--- src/rtl/gsrl_pkg.sv ---
// Constants and types for the bus status and remote/local block
package gsrl_pkg;
	// Standard event status bit positions
	localparam int ESR_PON_BIT = 7;
	localparam int ESR_CME_BIT = 5;
	localparam int ESR_EXE_BIT = 4;
	localparam int ESR_ALM_BIT = 3;
	localparam int ESR_OPC_BIT = 0;
	localparam logic [7:0] ESR_USED_MASK = 8'hB9;
	// Status byte bit positions
	localparam int STB_RQS_BIT = 6;
	localparam int STB_ESB_BIT = 5;
	localparam int STB_MAV_BIT = 4;
	localparam int STB_LOCAL_BUS_EXEC_ERROR_BIT = 1;
	localparam int STB_TMO_BIT = 0;
	localparam logic [7:0] STB_SRQ_SOURCES = 8'h33;
	// Reset values
	localparam logic [7:0] EVENT_ENABLE_RESET = 8'h00;
	localparam logic [7:0] SERVICE_ENABLE_RESET = 8'h00;
	// Interface message codes on the interface message port
	localparam logic [3:0] MSG_NONE = 4'h0;
	localparam logic [3:0] MSG_DCL = 4'h1;
	localparam logic [3:0] MSG_SPE = 4'h2;
	localparam logic [3:0] MSG_SPD = 4'h3;
	localparam logic [3:0] MSG_PPU = 4'h4;
	localparam logic [3:0] MSG_LLO = 4'h5;
	localparam logic [3:0] MSG_UNL = 4'h6;
	localparam logic [3:0] MSG_UNT = 4'h7;
	localparam logic [3:0] MSG_SDC = 4'h8;
	localparam logic [3:0] MSG_PPC = 4'h9;
	localparam logic [3:0] MSG_GTL = 4'hA;
	localparam logic [3:0] MSG_GET = 4'hB;
	localparam logic [3:0] MSG_TCT = 4'hC;
	localparam logic [3:0] MSG_MLA = 4'hD;
	localparam logic [3:0] MSG_MTA = 4'hE;
	localparam logic [3:0] MSG_IFC = 4'hF;
	// Common command codes
	localparam logic [2:0] CMD_NONE = 3'h0;
	localparam logic [2:0] CMD_ESE_WRITE = 3'h1;
	localparam logic [2:0] CMD_ESE_READ = 3'h2;
	localparam logic [2:0] CMD_ESR_READ = 3'h3;
	localparam logic [2:0] CMD_SRE_WRITE = 3'h4;
	localparam logic [2:0] CMD_SRE_READ = 3'h5;
	localparam logic [2:0] CMD_STB_READ = 3'h6;
	localparam logic [2:0] CMD_CLS = 3'h7;
	typedef enum logic [1:0] {GSRL_LOCAL, GSRL_REMOTE, GSRL_LOCKOUT} gsrl_rl_state_t;
endpackage : gsrl_pkg

--- src/rtl/gsrl_clr_if.sv ---
// Clear strobes shared between the top and the remote/local machine
`timescale 1ns/100ps
interface gsrl_clr_if;
	logic power_up;
	logic dev_clear;
	logic rl_msg_local;
	logic rl_msg_lockout;
	logic listen_addr;
	modport src (output power_up, output dev_clear, output rl_msg_local,
		output rl_msg_lockout, output listen_addr);
	modport dst (input power_up, input dev_clear, input rl_msg_local,
		input rl_msg_lockout, input listen_addr);
endinterface : gsrl_clr_if

--- src/rtl/gsrl_status.sv ---
// Bus status reporting, service request and interface message handling
`timescale 1ns/100ps
// Summary of operation
// - Eight-bit event enable mask, written 0..255, query returns stored value
// - Event bits: power-on 7, command 5, execution 4, alarm 3, complete 0
// - Event enable mask is zero after power-up and kept until rewritten or cleared by the reset command
// - Event status query returns the register then clears all its bits
// - Execution error sets event status bit 4
// - Status byte bit 5 is OR of enabled event status bits
// - Enabled status byte bit sets summary bit 6 and asserts service request
// - Only status byte bits 5, 4, 1, 0 can request service
// - Service request is signalled only on the bus interface
// - Status byte query shows summary in bit 6 and clears nothing
// - Serial poll shows request bit 6 and clears only that bit
// - Clear status clears event register and status byte, keeps output queue
// - Message available follows output queue, clears when queue fully read
// - Summary bit clears when all enabled status byte bits 5, 4, 1, 0 are clear
// - Interface clear drops talker and listener addressing and serial poll mode
// - Device clear flushes queues, drops address, request, status, goes local
// - Reset command flushes, clears request, status and masks, keeps remote
// - Power-up: unaddressed, empty, cleared status and masks, local, no lockout
// - Exactly one of local, remote, lockout; returns local on listed causes
// - Remote when listen-addressed with REN; keys locked per state
// - Acts on DCL SPE SPD LLO UNL UNT SDC GTL; ignores PPU PPC GET TCT
// - Request bit sets on summary rising, clears on summary clear or poll
module gsrl_status (
	input wire logic CLK,
	input wire logic RESET,
	input wire logic POWER_ON,
	input wire logic [3:0] IF_MSG,
	input wire logic IF_MSG_VALID,
	input wire logic REN,
	input wire logic SERIAL_POLL_READ,
	input wire logic [2:0] CMD,
	input wire logic CMD_VALID,
	input wire logic CMD_RST,
	input wire logic [7:0] CMD_DATA,
	input wire logic EV_CMD_ERROR,
	input wire logic EV_EXEC_ERROR,
	input wire logic EV_ALARM,
	input wire logic EV_OP_COMPLETE,
	input wire logic LOCAL_BUS_EXEC_ERROR,
	input wire logic LOCAL_BUS_TIMEOUT,
	input wire logic OUT_QUEUE_NOT_EMPTY,
	input wire logic LOCAL_KEY,
	input wire logic ERROR_ACTIVE,
	output logic [7:0] RESP_DATA,
	output logic RESP_VALID,
	output logic [7:0] POLL_BYTE,
	output logic SRQ_N,
	output logic SRQ_OE_N,
	output logic TALKER,
	output logic LISTENER,
	output logic SERIAL_POLL_MODE,
	output logic FLUSH_BUFFERS,
	output logic [1:0] RL_STATE,
	output logic KEYS_LOCKED,
	output logic LOCAL_KEY_LOCKED
);
	gsrl_clr_if clr();
	gsrl_pkg::gsrl_rl_state_t rl_state;

	logic [7:0] esr_q;
	logic [7:0] ese_q;
	logic [7:0] sre_q;
	logic rqs_q;
	logic mss_q;
	logic talker_q;
	logic listener_q;
	logic spoll_q;
	logic llo_q;
	logic mav_hold_q;
	logic local_bus_exec_error_q;
	logic tmo_q;
	logic [7:0] resp_q;
	logic resp_valid_q;
	logic flush_q;

	function automatic logic msg_is(input logic [3:0] m, input logic [3:0] code);
		msg_is = IF_MSG_VALID && (m == code);
	endfunction : msg_is

	// Decoded interface messages; parallel poll, trigger and take control fall through
	wire m_dcl = msg_is(IF_MSG, gsrl_pkg::MSG_DCL);
	wire m_sdc = msg_is(IF_MSG, gsrl_pkg::MSG_SDC) && listener_q;
	wire m_spe = msg_is(IF_MSG, gsrl_pkg::MSG_SPE);
	wire m_spd = msg_is(IF_MSG, gsrl_pkg::MSG_SPD);
	wire m_llo = msg_is(IF_MSG, gsrl_pkg::MSG_LLO);
	wire m_unl = msg_is(IF_MSG, gsrl_pkg::MSG_UNL);
	wire m_unt = msg_is(IF_MSG, gsrl_pkg::MSG_UNT);
	wire m_gtl = msg_is(IF_MSG, gsrl_pkg::MSG_GTL) && listener_q;
	wire m_mla = msg_is(IF_MSG, gsrl_pkg::MSG_MLA);
	wire m_mta = msg_is(IF_MSG, gsrl_pkg::MSG_MTA);
	wire m_ifc = msg_is(IF_MSG, gsrl_pkg::MSG_IFC);

	wire dev_clear = m_dcl | m_sdc;
	wire pwr = POWER_ON;
	wire cmd_ok = CMD_VALID;
	wire cls = cmd_ok && (CMD == gsrl_pkg::CMD_CLS);
	wire esr_read = cmd_ok && (CMD == gsrl_pkg::CMD_ESR_READ);
	wire ese_write = cmd_ok && (CMD == gsrl_pkg::CMD_ESE_WRITE);
	wire sre_write = cmd_ok && (CMD == gsrl_pkg::CMD_SRE_WRITE);
	wire stb_read = cmd_ok && (CMD == gsrl_pkg::CMD_STB_READ);
	// Status clear sources
	wire stat_clear = cls | dev_clear | CMD_RST | pwr;
	wire mask_clear = CMD_RST | pwr;
	wire addr_clear = m_ifc | dev_clear | CMD_RST | pwr;

	// Incoming events, set wins over clear
	logic [7:0] ev_set;
	always_comb
	begin
		ev_set = 8'h00;
		ev_set[gsrl_pkg::ESR_PON_BIT] = pwr;
		ev_set[gsrl_pkg::ESR_CME_BIT] = EV_CMD_ERROR;
		ev_set[gsrl_pkg::ESR_EXE_BIT] = EV_EXEC_ERROR;
		ev_set[gsrl_pkg::ESR_ALM_BIT] = EV_ALARM;
		ev_set[gsrl_pkg::ESR_OPC_BIT] = EV_OP_COMPLETE;
	end
	wire esr_clr = esr_read | stat_clear;
	wire [7:0] esr_d = ((esr_clr ? 8'h00 : esr_q) | ev_set) & gsrl_pkg::ESR_USED_MASK;

	// Local bus flags latch until status is cleared
	wire local_bus_exec_error_d = LOCAL_BUS_EXEC_ERROR | (local_bus_exec_error_q & ~stat_clear);
	wire tmo_d = LOCAL_BUS_TIMEOUT | (tmo_q & ~stat_clear);
	// Queue flush blanks message available for the flush cycle and the cycle after
	wire mav = OUT_QUEUE_NOT_EMPTY & ~flush_q & ~mav_hold_q;

	wire esb = |(esr_q & ese_q);
	logic [7:0] stb;
	always_comb
	begin
		stb = 8'h00;
		stb[gsrl_pkg::STB_ESB_BIT] = esb;
		stb[gsrl_pkg::STB_MAV_BIT] = mav;
		stb[gsrl_pkg::STB_LOCAL_BUS_EXEC_ERROR_BIT] = local_bus_exec_error_q;
		stb[gsrl_pkg::STB_TMO_BIT] = tmo_q;
	end
	wire mss_d = |(stb & sre_q & gsrl_pkg::STB_SRQ_SOURCES);
	// Summary falls once all enabled sources are gone
	wire rqs_set = mss_d & ~mss_q;
	wire rqs_clr = ~mss_d | SERIAL_POLL_READ | dev_clear | CMD_RST | pwr;

	wire [7:0] stb_query = stb | ({7'h00, mss_q} << gsrl_pkg::STB_RQS_BIT);
	wire [7:0] poll_d = stb | ({7'h00, rqs_q} << gsrl_pkg::STB_RQS_BIT);

	logic [7:0] resp_d;
	always_comb
	begin
		case (CMD)
			gsrl_pkg::CMD_ESE_READ: resp_d = ese_q;
			gsrl_pkg::CMD_ESR_READ: resp_d = esr_q;
			gsrl_pkg::CMD_SRE_READ: resp_d = sre_q;
			gsrl_pkg::CMD_STB_READ: resp_d = stb_query;
			default: resp_d = 8'h00;
		endcase
	end
	wire is_query = esr_read | stb_read | (cmd_ok && (CMD == gsrl_pkg::CMD_ESE_READ)) |
		(cmd_ok && (CMD == gsrl_pkg::CMD_SRE_READ));

	always_ff @(posedge CLK)
	begin
		if (RESET)
		begin
			esr_q <= 8'h00;
			ese_q <= gsrl_pkg::EVENT_ENABLE_RESET;
			sre_q <= gsrl_pkg::SERVICE_ENABLE_RESET;
			local_bus_exec_error_q <= 1'b0;
			tmo_q <= 1'b0;
		end
		else
		begin
			esr_q <= esr_d;
			local_bus_exec_error_q <= local_bus_exec_error_d;
			tmo_q <= tmo_d;
			if (mask_clear)
				ese_q <= gsrl_pkg::EVENT_ENABLE_RESET;
			else if (ese_write)
				ese_q <= CMD_DATA;
			if (mask_clear)
				sre_q <= gsrl_pkg::SERVICE_ENABLE_RESET;
			else if (sre_write)
				sre_q <= CMD_DATA;
		end
	end

	always_ff @(posedge CLK)
	begin
		if (RESET)
		begin
			mss_q <= 1'b0;
			rqs_q <= 1'b0;
			mav_hold_q <= 1'b0;
			flush_q <= 1'b0;
		end
		else
		begin
			mss_q <= mss_d & ~(dev_clear | CMD_RST | pwr);
			rqs_q <= rqs_set | (rqs_q & ~rqs_clr);
			flush_q <= dev_clear | CMD_RST | pwr;
			mav_hold_q <= flush_q;
		end
	end

	// Addressing, serial poll and lockout message state
	always_ff @(posedge CLK)
	begin
		if (RESET)
		begin
			talker_q <= 1'b0;
			listener_q <= 1'b0;
			spoll_q <= 1'b0;
			llo_q <= 1'b0;
		end
		else
		begin
			if (addr_clear || m_unl || m_mta)
				listener_q <= m_mta ? listener_q & ~addr_clear : 1'b0;
			else if (m_mla)
				listener_q <= 1'b1;
			if (addr_clear || m_unt)
				talker_q <= 1'b0;
			else if (m_mta)
				talker_q <= 1'b1;
			if (m_ifc || pwr || m_spd)
				spoll_q <= 1'b0;
			else if (m_spe)
				spoll_q <= 1'b1;
			if (dev_clear || pwr || !REN)
				llo_q <= 1'b0;
			else if (m_llo)
				llo_q <= 1'b1;
		end
	end

	always_ff @(posedge CLK)
	begin
		if (RESET)
		begin
			resp_q <= 8'h00;
			resp_valid_q <= 1'b0;
		end
		else
		begin
			resp_valid_q <= is_query;
			if (is_query)
				resp_q <= resp_d;
		end
	end

	assign clr.power_up = pwr;
	assign clr.dev_clear = dev_clear;
	assign clr.rl_msg_local = m_gtl;
	assign clr.rl_msg_lockout = llo_q | m_llo;
	// Only the addressing event enters remote, so go-to-local is not undone next cycle
	assign clr.listen_addr = m_mla;

	gsrl_remote_local u_rl (
		.clk(CLK),
		.reset(RESET),
		.clr(clr),
		.ren(REN),
		.local_key(LOCAL_KEY),
		.error_active(ERROR_ACTIVE),
		.state(rl_state),
		.keys_locked(KEYS_LOCKED),
		.local_key_locked(LOCAL_KEY_LOCKED)
	);

	assign RESP_DATA = resp_q;
	assign RESP_VALID = resp_valid_q;
	assign POLL_BYTE = poll_d;
	// Open-drain request line, pulled low while requesting
	assign SRQ_N = 1'b0;
	assign SRQ_OE_N = ~rqs_q;
	assign TALKER = talker_q;
	assign LISTENER = listener_q;
	assign SERIAL_POLL_MODE = spoll_q;
	assign FLUSH_BUFFERS = flush_q;
	assign RL_STATE = rl_state;
endmodule : gsrl_status

--- src/rtl/gsrl_remote_local.sv ---
// Local, remote and lockout state machine with key lock outputs
`timescale 1ns/100ps
module gsrl_remote_local (
	input wire logic clk,
	input wire logic reset,
	gsrl_clr_if.dst clr,
	input wire logic ren,
	input wire logic local_key,
	input wire logic error_active,
	output gsrl_pkg::gsrl_rl_state_t state,
	output logic keys_locked,
	output logic local_key_locked
);
	gsrl_pkg::gsrl_rl_state_t state_q;
	gsrl_pkg::gsrl_rl_state_t state_d;
	wire go_local = clr.power_up | clr.dev_clear | clr.rl_msg_local | ~ren;

	always_comb
	begin
		state_d = state_q;
		case (state_q)
			gsrl_pkg::GSRL_LOCAL:
			begin
				if (ren && clr.listen_addr)
					state_d = clr.rl_msg_lockout ? gsrl_pkg::GSRL_LOCKOUT
						: gsrl_pkg::GSRL_REMOTE;
			end
			gsrl_pkg::GSRL_REMOTE:
			begin
				if (go_local || local_key)
					state_d = gsrl_pkg::GSRL_LOCAL;
				else if (clr.rl_msg_lockout)
					state_d = gsrl_pkg::GSRL_LOCKOUT;
			end
			gsrl_pkg::GSRL_LOCKOUT:
			begin
				if (go_local)
					state_d = gsrl_pkg::GSRL_LOCAL;
			end
			default: state_d = gsrl_pkg::GSRL_LOCAL;
		endcase
		if (clr.power_up || clr.dev_clear)
			state_d = gsrl_pkg::GSRL_LOCAL;
	end

	always_ff @(posedge clk)
	begin
		if (reset)
			state_q <= gsrl_pkg::GSRL_LOCAL;
		else
			state_q <= state_d;
	end

	assign state = state_q;
	// Error unlocks the panel under lockout
	assign keys_locked = (state_q != gsrl_pkg::GSRL_LOCAL) &&
		!(state_q == gsrl_pkg::GSRL_LOCKOUT && error_active);
	assign local_key_locked = (state_q == gsrl_pkg::GSRL_LOCKOUT) && !error_active;
endmodule : gsrl_remote_local

--- config.mk ---
export PLATFORM = sky130hd
export DESIGN_NAME = gsrl_status
export DESIGN_NICKNAME = d
export VERILOG_FILES = /design/src/rtl/gsrl_pkg.sv /design/src/rtl/gsrl_clr_if.sv /design/src/rtl/gsrl_status.sv /design/src/rtl/gsrl_remote_local.sv
export SDC_FILE = /design/constraint.sdc
export NUM_CORES = 1
export LEC_CHECK = 0
export BUFFER_PORTS_ARGS = -buffer_cell sky130_fd_sc_hd__buf_4
export CORE_ASPECT_RATIO = 0.5
export CORE_UTILIZATION = 51
export CTS_CLUSTER_SIZE = 25
export DETAILED_ROUTE_END_ITERATION = 16
export GPL_TIMING_DRIVEN = 0
export PLACE_DENSITY = 0.82
export SETUP_SLACK_MARGIN = 0.15
export SYNTH_ARGS = -nofsm -noshare
export SYNTH_HDL_FRONTEND = slang
export SYNTH_HIERARCHICAL = 1
export SYNTH_SLANG_ARGS = --single-unit
--- constraint.sdc ---
create_clock -name CLK -period 2.3 [get_ports CLK]
set_input_delay 0.115 -clock CLK [delete_from_list [all_inputs] [get_ports CLK]]
set_output_delay 0.115 -clock CLK [all_outputs]
set_load 0.005 [all_outputs]
### Word level (Yosys, flattened, before mapping)

Index checks and enable logic that the tools add are counted.

| cells by class | value |
|---|---|
| equal/unequal tests | 23 |
| multiplexer cells | 11 |
| bitwise operators | 48 |
| reductions and logical operators | 46 |

Operators by type and width:

| cell | number |
|---|---|
| $pmux W8 S4 | 1 |
| $or A1 B1 Y1 | 25 |
| $logic_and A1 B1 Y1 | 24 |
| $eq A4 B4 Y1 const B | 5 |
| $or A6 B7 Y7 | 2 |
| $eq A3 B3 Y1 const B | 4 |
| $eq A4 B3 Y1 const B | 3 |
| $mux W2 | 5 |
| $not A1 Y1 | 10 |
| $reduce_or A2 Y1 | 5 |
| $and A1 B1 Y1 | 8 |
| $and A8 B8 Y8 | 1 |
| $eq A4 B2 Y1 const B | 2 |
| $logic_or A1 B1 Y1 | 8 |
| $mux W8 | 1 |
| $or A8 B8 Y8 | 1 |
| $reduce_or A8 Y1 | 1 |
| $and A6 B6 Y6 | 1 |
| $eq A3 B2 Y1 const B | 2 |
| $pmux W2 S3 | 1 |
| $eq A4 B1 Y1 const B | 1 |
| $ne A2 B1 Y1 const B | 2 |
| $reduce_bool A2 Y1 | 2 |
| $reduce_or A4 Y1 | 1 |
| 8 further kinds | 12 |

| storage, ports and cells | value |
|---|---|
| bits in registers | 45 |
| input bits | 32 |
| output and inout port bits | 27 |
| logic and storage cells | 145 |

### Longest topological paths before layout

Gate-level depths: netlist of run 1.

| logic depth | value |
|---|---|
| depth after elaboration | 13 |
| depth in mapped cells | 8 |
| gate-level depth less buffers | 6 |

### Modules after synthesis

Netlist of run 1, hierarchy kept.

By module, submodules not included:

| module | times used | cells an instance | area each (µm²) | sequential area each (µm²) |
|---|---|---|---|---|
| gsrl_status | 1 | 201 | 1,896.8 | 800.8 |
| gsrl_remote_local | 1 | 15 | 155.1 | 40.0 |

### Least setup slack after synthesis of run 1

No wires, ideal clock.

| path | value |
|---|---|
| path kind | reg2reg |
| start | reg listener_q, in the netlist LISTENER |
| end | reg u_rl.state_q[0], in the netlist u_rl/state[0] |
| setup time | 0.103 ns |
| arrival | 1.598 ns |
| required time | 2.197 ns |
| path slack | 0.598 ns |
| cell stages (with the launch flop) | 8 |
| buffers on the path | 1 |
| period minus slack after synthesis | 1.702 ns |
| cell sequence | dfxtp_1 > and3b_1 > o211ai_2 > buf_6 > inv_1 > nor4b_4 > nand3b_1 > a2111oi_2 |

| on the way | value |
|---|---|
| cells in the longest elaborated chain, start to end | 8 |
| elaborated cells between the ends (all ways) | 14 |
| those cells by class | eq/ne: 2; mux: 2; bitwise: 4; reduce/logical: 6 |

Ends and longest elaborated chain:

| what | line | RTL |
|---|---|---|
| start, declared | gsrl_status.sv:69 | `logic listener_q;` |
| start signal, assigned | gsrl_status.sv:218 | `listener_q <= m_mta ? listener_q & ~addr_clear : 1'b0;` |
| $logic_and A1 B1 Y1 * | gsrl_status.sv:85 | `wire m_sdc = msg_is(IF_MSG, gsrl_pkg::MSG_SDC) && listener_q;` |
| $or A1 B1 Y1 * | gsrl_status.sv:96 | `wire dev_clear = m_dcl \| m_sdc;` |
| named net clr.dev_clear | gsrl_clr_if.sv:5 | `logic dev_clear;` |
| $or A1 B1 Y1 (3 in series) | gsrl_remote_local.sv:16 | `wire go_local = clr.power_up \| clr.dev_clear \| clr.rl_msg_local \| ~ren;` |
| $logic_or A1 B1 Y1 | gsrl_remote_local.sv:30 | `if (go_local \|\| local_key)` |
| $ne A3 B1 Y1 (no source line) or $mux W2 (tied branches) | n/a |  |
| $reduce_and A3 Y1 (no source line) or $pmux W2 S3 (tied branches) | n/a |  |
| end signal, assigned | gsrl_remote_local.sv:49 | `state_q <= gsrl_pkg::GSRL_LOCAL;` |
| end signal, assigned | gsrl_remote_local.sv:51 | `state_q <= state_d;` |
| end, declared | gsrl_remote_local.sv:14 | `gsrl_pkg::gsrl_rl_state_t state_q;` |

The timed path passes the listed nets; every way through them passes the cells marked *.
A chain may end at the register's enable or synchronous reset.

### Worst setup path after layout of run 1

Same ends and word-level chain as after synthesis.

==> results.ini, run 1 <==
[run_status]
status=complete, no violations

[clock_tree]
ctsHoldBuffers=0
tritoncts=done
cts_resized=0
clk_path_buf_depth=2
path_clk_slew_ps=90
htree_levels=2
insertion_delay_ps=310
cts-root-buf=clkbuf_8
numCtsBuffers=5
cts_setup_buffers=0
clock_sinks=42

[detailed_routing]
viasPerCell=5.69
drc=0
dr.pass1.iters=4
drt_iter0_markers=121
wl_um=5040
drtAntennaViolNets=0
wl_per_cell_um=15.3
vias=1879

[synth]
synth_cells=216
ys_async_sr_fraction_pct=0
yosysSeqAreaShare_pct=41.0
synth-seq-cells=42
netlist.area_leader.share_pct=41.0
synth_edf_count=0
yosysWarningCount=6
syn_area_per_cell_um2=9.50
yosysTopAreaCell=dfxtp_1
ys_types=51
synth_area_mm2=0.00205
synth_top_flop_cell=dfxtp_1
synth.area.top_cells=dfxtp_1 (41%), mux2i_1 (9.8%), nor2_1 (7.7%), buf_4 (4.4%), a41oi_1 (3.4%)

[cells_and_area]
num_antenna_cells=0
nets=310
layout-drive-gt1-share_pct=32.3
nFillCells=300
syn2layout_area_growth_pct=27.3
stdcell_count=330
fin_area_mm2=0.00261
utilization_pct=71.8

[timing]
worst_clock_skew_ps=8.03
fmax_mhz=538
fin_crit_ps=1860
relSlewSlack_pct=54.0
final_max_slew_viol_count=0
finalHoldViolCount=0
rsz0062_at_grt=false
timing.hold.ws_ps=19.5
worst_pin_slew_ps=688
fin_ws_ps=441
timing.final.crit_share_pct=80.8
tns_ps=0
setup_viol=0

[job]
drv_cap=0

[power]
power_mw=1.49
ir_drop_mv=0.371
powerDensity_mw_per_mm2=569
power.leakage_nw=1.06

[critical_path]
path_cells=and3b_1 > o211ai_2 > buf_6 > inv_1 > nor4b_4 > nand3b_1 > a2111oi_2
worstSetupEndpointType=flip-flop
cp.required_ps=2510
cp-start-kind=flip-flop
worstPathMaxFanout=10
cp_slowest_stage_delay_ps=330
cp_slowest_cell=dfxtp_1
path_class=reg -> reg
cp.arrival_ps=2070

[die]
fp.dieArea_mm2=0.00430
num_rows=15
start_util_pct=56.4
dieHeight_um=46.9
coreArea_mm2=0.00364
die_w_um=91.7
ios=59

[global_route]
gr-usage-all-layers_pct=25.1
use_met3_pct=5.50
grt_pass1_vias=1646
antenna_found_initial=0
met2_usage_pct=44.5
grtUsageMet1_pct=31.0
grt_pass1_wl_um=7890
grt_start_max_net_pins=14
overflow=0
grt.busiest_layer=met2

[worst_hold_path]
min_path_type=in -> reg

[place]
dpl_cell_area_mm2=0.00252
detailedPlace.worstSlack_ps=460
port_buffers=52
dp_hpwl_um=3840
gp_congestion=0.858
placedCellCount=322

## cell families after synthesis
group | count (synthesis) | synth area share [%]
buf+inv | 25 | 7.38
compound gates | 40 | 17.6
flops | 42 | 41.0
simple gates | 85 | 22.7
other cells | 1 | 0.183
mux | 21 | 10.3
xor+xnor | 2 | 0.854
## layout by cell type, fill, tap and decap left out, types with 2 or more instances in the layout
| cell type | instances |
|---|---|
| a2111oi_2 | 3 |
| a211oi_1 | 3 |
| a21oi_1 | 2 |
| a221oi_1 | 3 |
| a222oi_1 | 2 |
| a22o_1 | 3 |
| a311oi_1 | 2 |
| a31oi_1 | 2 |
| a41oi_1 | 8 |
| and3b_1 | 2 |
| buf_2 | 4 |
| buf_4 | 64 |
| clkbuf_1 | 4 |
| clkbuf_8 | 6 |
| conb_1 | 4 |
| dfxtp_1 | 42 |
| inv_1 | 4 |
| mux2i_1 | 20 |
| nand2_1 | 4 |
| nand2b_1 | 3 |
| nand3_1 | 3 |
| nand3b_1 | 3 |
| nand4b_1 | 2 |
| nor2_1 | 42 |
| nor2b_1 | 6 |
| nor3_1 | 7 |
| nor3b_1 | 2 |
| o21ai_0 | 3 |
## critical path: cells and delay by family (launching register included)
family	cells	cell delay, ps
buffers and inverters	2	260
DFF	1	330
AOI/OAI and AO/OA	2	520
and+or+nand+nor	3	640
## final cells by class
class,instances,area [um^2],share of cell area (%)
flip-flops and latches,42,841,32.2
well taps,51,63.8,2.44
clock inverters,2,12.5,0.479
repair buffers,52,390,14.9
multi-input cells,152,1070,41.0
plain buffers,21,136,5.22
inverters,4,15.0,0.575
clock buffers,6,82.6,3.16
## path summary, 6_finish.rpt
check | from | end | slack, ps | cells past startpoint
max | LISTENER | u_rl/state[0] | 440 | 7
min | EV_ALARM | esr_q[3] | 20 | 3
max reg2reg | LISTENER | u_rl/state[0] | 440 | 7
min reg2reg | SERIAL_POLL_MODE | SERIAL_POLL_MODE | 490 | 2
## Yosys cell counts (all sizes together), types with 2 or more instances
cell type,n
a222oi,2
a221oi,3
inv,4
dfxtp,42
a22o,3
nor2b,6
buf,17
or3,2
nor3,7
nor3b,2
a41oi,8
a21oi,3
and3b,2
a31oi,2
nand3b,3
nand3,3
clkbuf,4
a211oi,3
nand2,4
nand4b,3
nor2,42
a311oi,2
o21ai,4
nand2b,3
a2111oi,3
mux2i,20
## flip-flops by register name (all words and copies together) (netlist names), 2 cells and up
register	flops
esr_q	5
u_rl/state	2
sre_q	8
ese_q	8
RESP_DATA	8
## routing by layer
metal | vias to the layer above | share of wire (%)
met3 | 7 | 8.4
met5 | - | 0
met1 | 888 | 43
met4 | 0 | 1.4
met2 | 76 | 47
li1 | 908 | -
## report_power, final
group          switching, mW  internal (mW)
registers             0.0161          0.748
clock network          0.268          0.241
logic                  0.103          0.110
total                  0.387           1.10
(Power assumes the default switching activity.)
==> run 2, diff against run 1 <==
- clock period: 2.3 -> 1.8 ns (I/O delays scaled with it)
==> results.ini, run 2 (synthesis gave the netlist of run 1 again) <==
[run_status]
status=complete, no violations

[timing]
fin_crit_ps=1720
setup_viol=0
relSlewSlack_pct=54.4
worst_clock_skew_ps=5.30
fmax_mhz=581
final_max_slew_viol_count=0
tns_ps=0
timing.final.crit_share_pct=95.6
worst_pin_slew_ps=681
fin_ws_ps=78.6
finalHoldViolCount=0
rsz0062_at_grt=true

[global_route]
overflow=0
grt_pass1_vias=1698
grt_pass1_wl_um=8120
grt_start_max_net_pins=13
gr-usage-all-layers_pct=25.4
antenna_found_initial=0

[power]
switching_share_pct=23.9
intPower_mw=1.51
clkPwrFrac_pct=37.0
powerDensity_mw_per_mm2=745
pwr-share-comb_pct=14.0
power.leakage_nw=1.08
ir_drop_mv=0.447
p_switching_mw=0.475
pwr-share-seq_pct=49.1

[cells_and_area]
nets=314
layout_common_cells=buf_4 (68), dfxtp_1 (42), nor2_1 (42), mux2i_1 (20), a41oi_1 (8)
layout_commonest_cell=buf_4
syn2layout_area_growth_pct=30.1
layout-drive-gt1-share_pct=32.9
num_antenna_cells=0
stdcell_count=334

[die]
coreArea_mm2=0.00364
fp.dieArea_mm2=0.00430
start_util_pct=56.4
num_rows=15
die_w_um=91.7
dieHeight_um=46.9
ios=59

[job]
drv_cap=0

[critical_path]
cp.required_ps=2000
worstPathMaxFanout=3
path_class=reg -> reg
cp-start-kind=flip-flop
reg2reg_slack_ps=80
cp.arrival_ps=1920
worstSetupEndpointType=flip-flop

[clock_tree]
clk_path_buf_depth=2
path_clk_slew_ps=70
numCtsBuffers=5
insertion_delay_ps=300
cts-root-buf=clkbuf_8
htree_levels=2
clock_sinks=42
tritoncts=done

[place]
gp_congestion=0.860
port_buffers=52
detailedPlace.worstSlack_ps=15.1
placedCellCount=322
dp_hpwl_um=3860

[detailed_routing]
wl_um=5210
drt_iter0_markers=138
wl_per_cell_um=15.6
drtAntennaViolNets=0
viasPerCell=5.70
drc=0
vias=1903
dr.pass1.iters=4

[worst_hold_path]
min_path_type=in -> reg

[run 2: changes by cell type in the layout (fill, tap and decap cells not counted)]
| cell | delta |
|---|---|
| buf_4 | +4 |
| clkbuf_1 | +2 |
| a2111oi_2 | -1 |
| a2111oi_4 | +1 |
| bufinv_16 | +1 |
| clkbuf_8 | -1 |
| clkinv_2 | -1 |
| clkinvlp_4 | -1 |
| inv_1 | -1 |
| inv_2 | +1 |
| or3_2 | -1 |
| or3_4 | +1 |
[run 2: power by group through the flow]
stage               Combinational, mW  Sequential [mW]  Clock [mW]
finish                          0.278            0.976       0.736
global route                    0.304            0.979       0.774
CTS                             0.276            0.975       0.746
detailed placement              0.272            0.997           0
global placement                0.265            0.996           0
floorplan                       0.145            0.993           0
[run 2: per-layer routing]
| metal | track usage (%) | part of all wire (%) |
|---|---|---|
| met5 | 0 | 0 |
| met4 | 12.5 | 1.8 |
| met3 | 5.50 | 7.3 |
| met2 | 44.1 | 48 |
| met1 | 31.6 | 43 |
[run 2: critical path, cell delays in order (launching register included)]
cell and delay (ps):
dfxtp_1 330, and3b_1 200, o211ai_2 190, buf_6 130, inv_2 40, nor4b_4 280, nand3b_1 160, a2111oi_4 300
[run 2: repair_timing]
item / CTS / global route
gates cloned: 0 / 0
endpoints found under the setup margin: 1 / 2
resized for setup: 0 / 1
buffers inserted: 3 / 1
pin swaps: 3 / 3
endpoints found under the hold margin: 0 / 0
hold buffers: 0 / 0
[run 2: cell type report]
cell class | count | area, um^2
tap | 51 | 63.8
buffer | 21 | 136
fill | 294 | 971
clock buffer | 7 | 76.3
multi-input combinational | 152 | 1090
clock inverter | 1 | 30.0
timing repair buffer | 56 | 420
sequential | 42 | 841
inverter | 4 | 15.0
[run 2: worst paths after layout]
path	start	end	depth (start not counted)
min reg2reg	RESP_DATA[0]	RESP_DATA[0]	2
min	EV_EXEC_ERROR	esr_q[4]	3
max	LISTENER	u_rl/state[0]	7
max reg2reg	LISTENER	u_rl/state[0]	7
[run 2: stage by stage]
step           power (mW)  hold WS [ps]  cell area [um^2]  utilization (%)
6_report             1.99          3.61              2670             73.3
5_1_grt              2.06          16.8              2670             73.3
4_1_cts              2.00        0.0680              2650             72.8
3_5_place_dp         1.27           309              2520             69.2
3_3_place_gp         1.26           302              2520             69.2
2_1_floorplan        1.14           184              2070                -
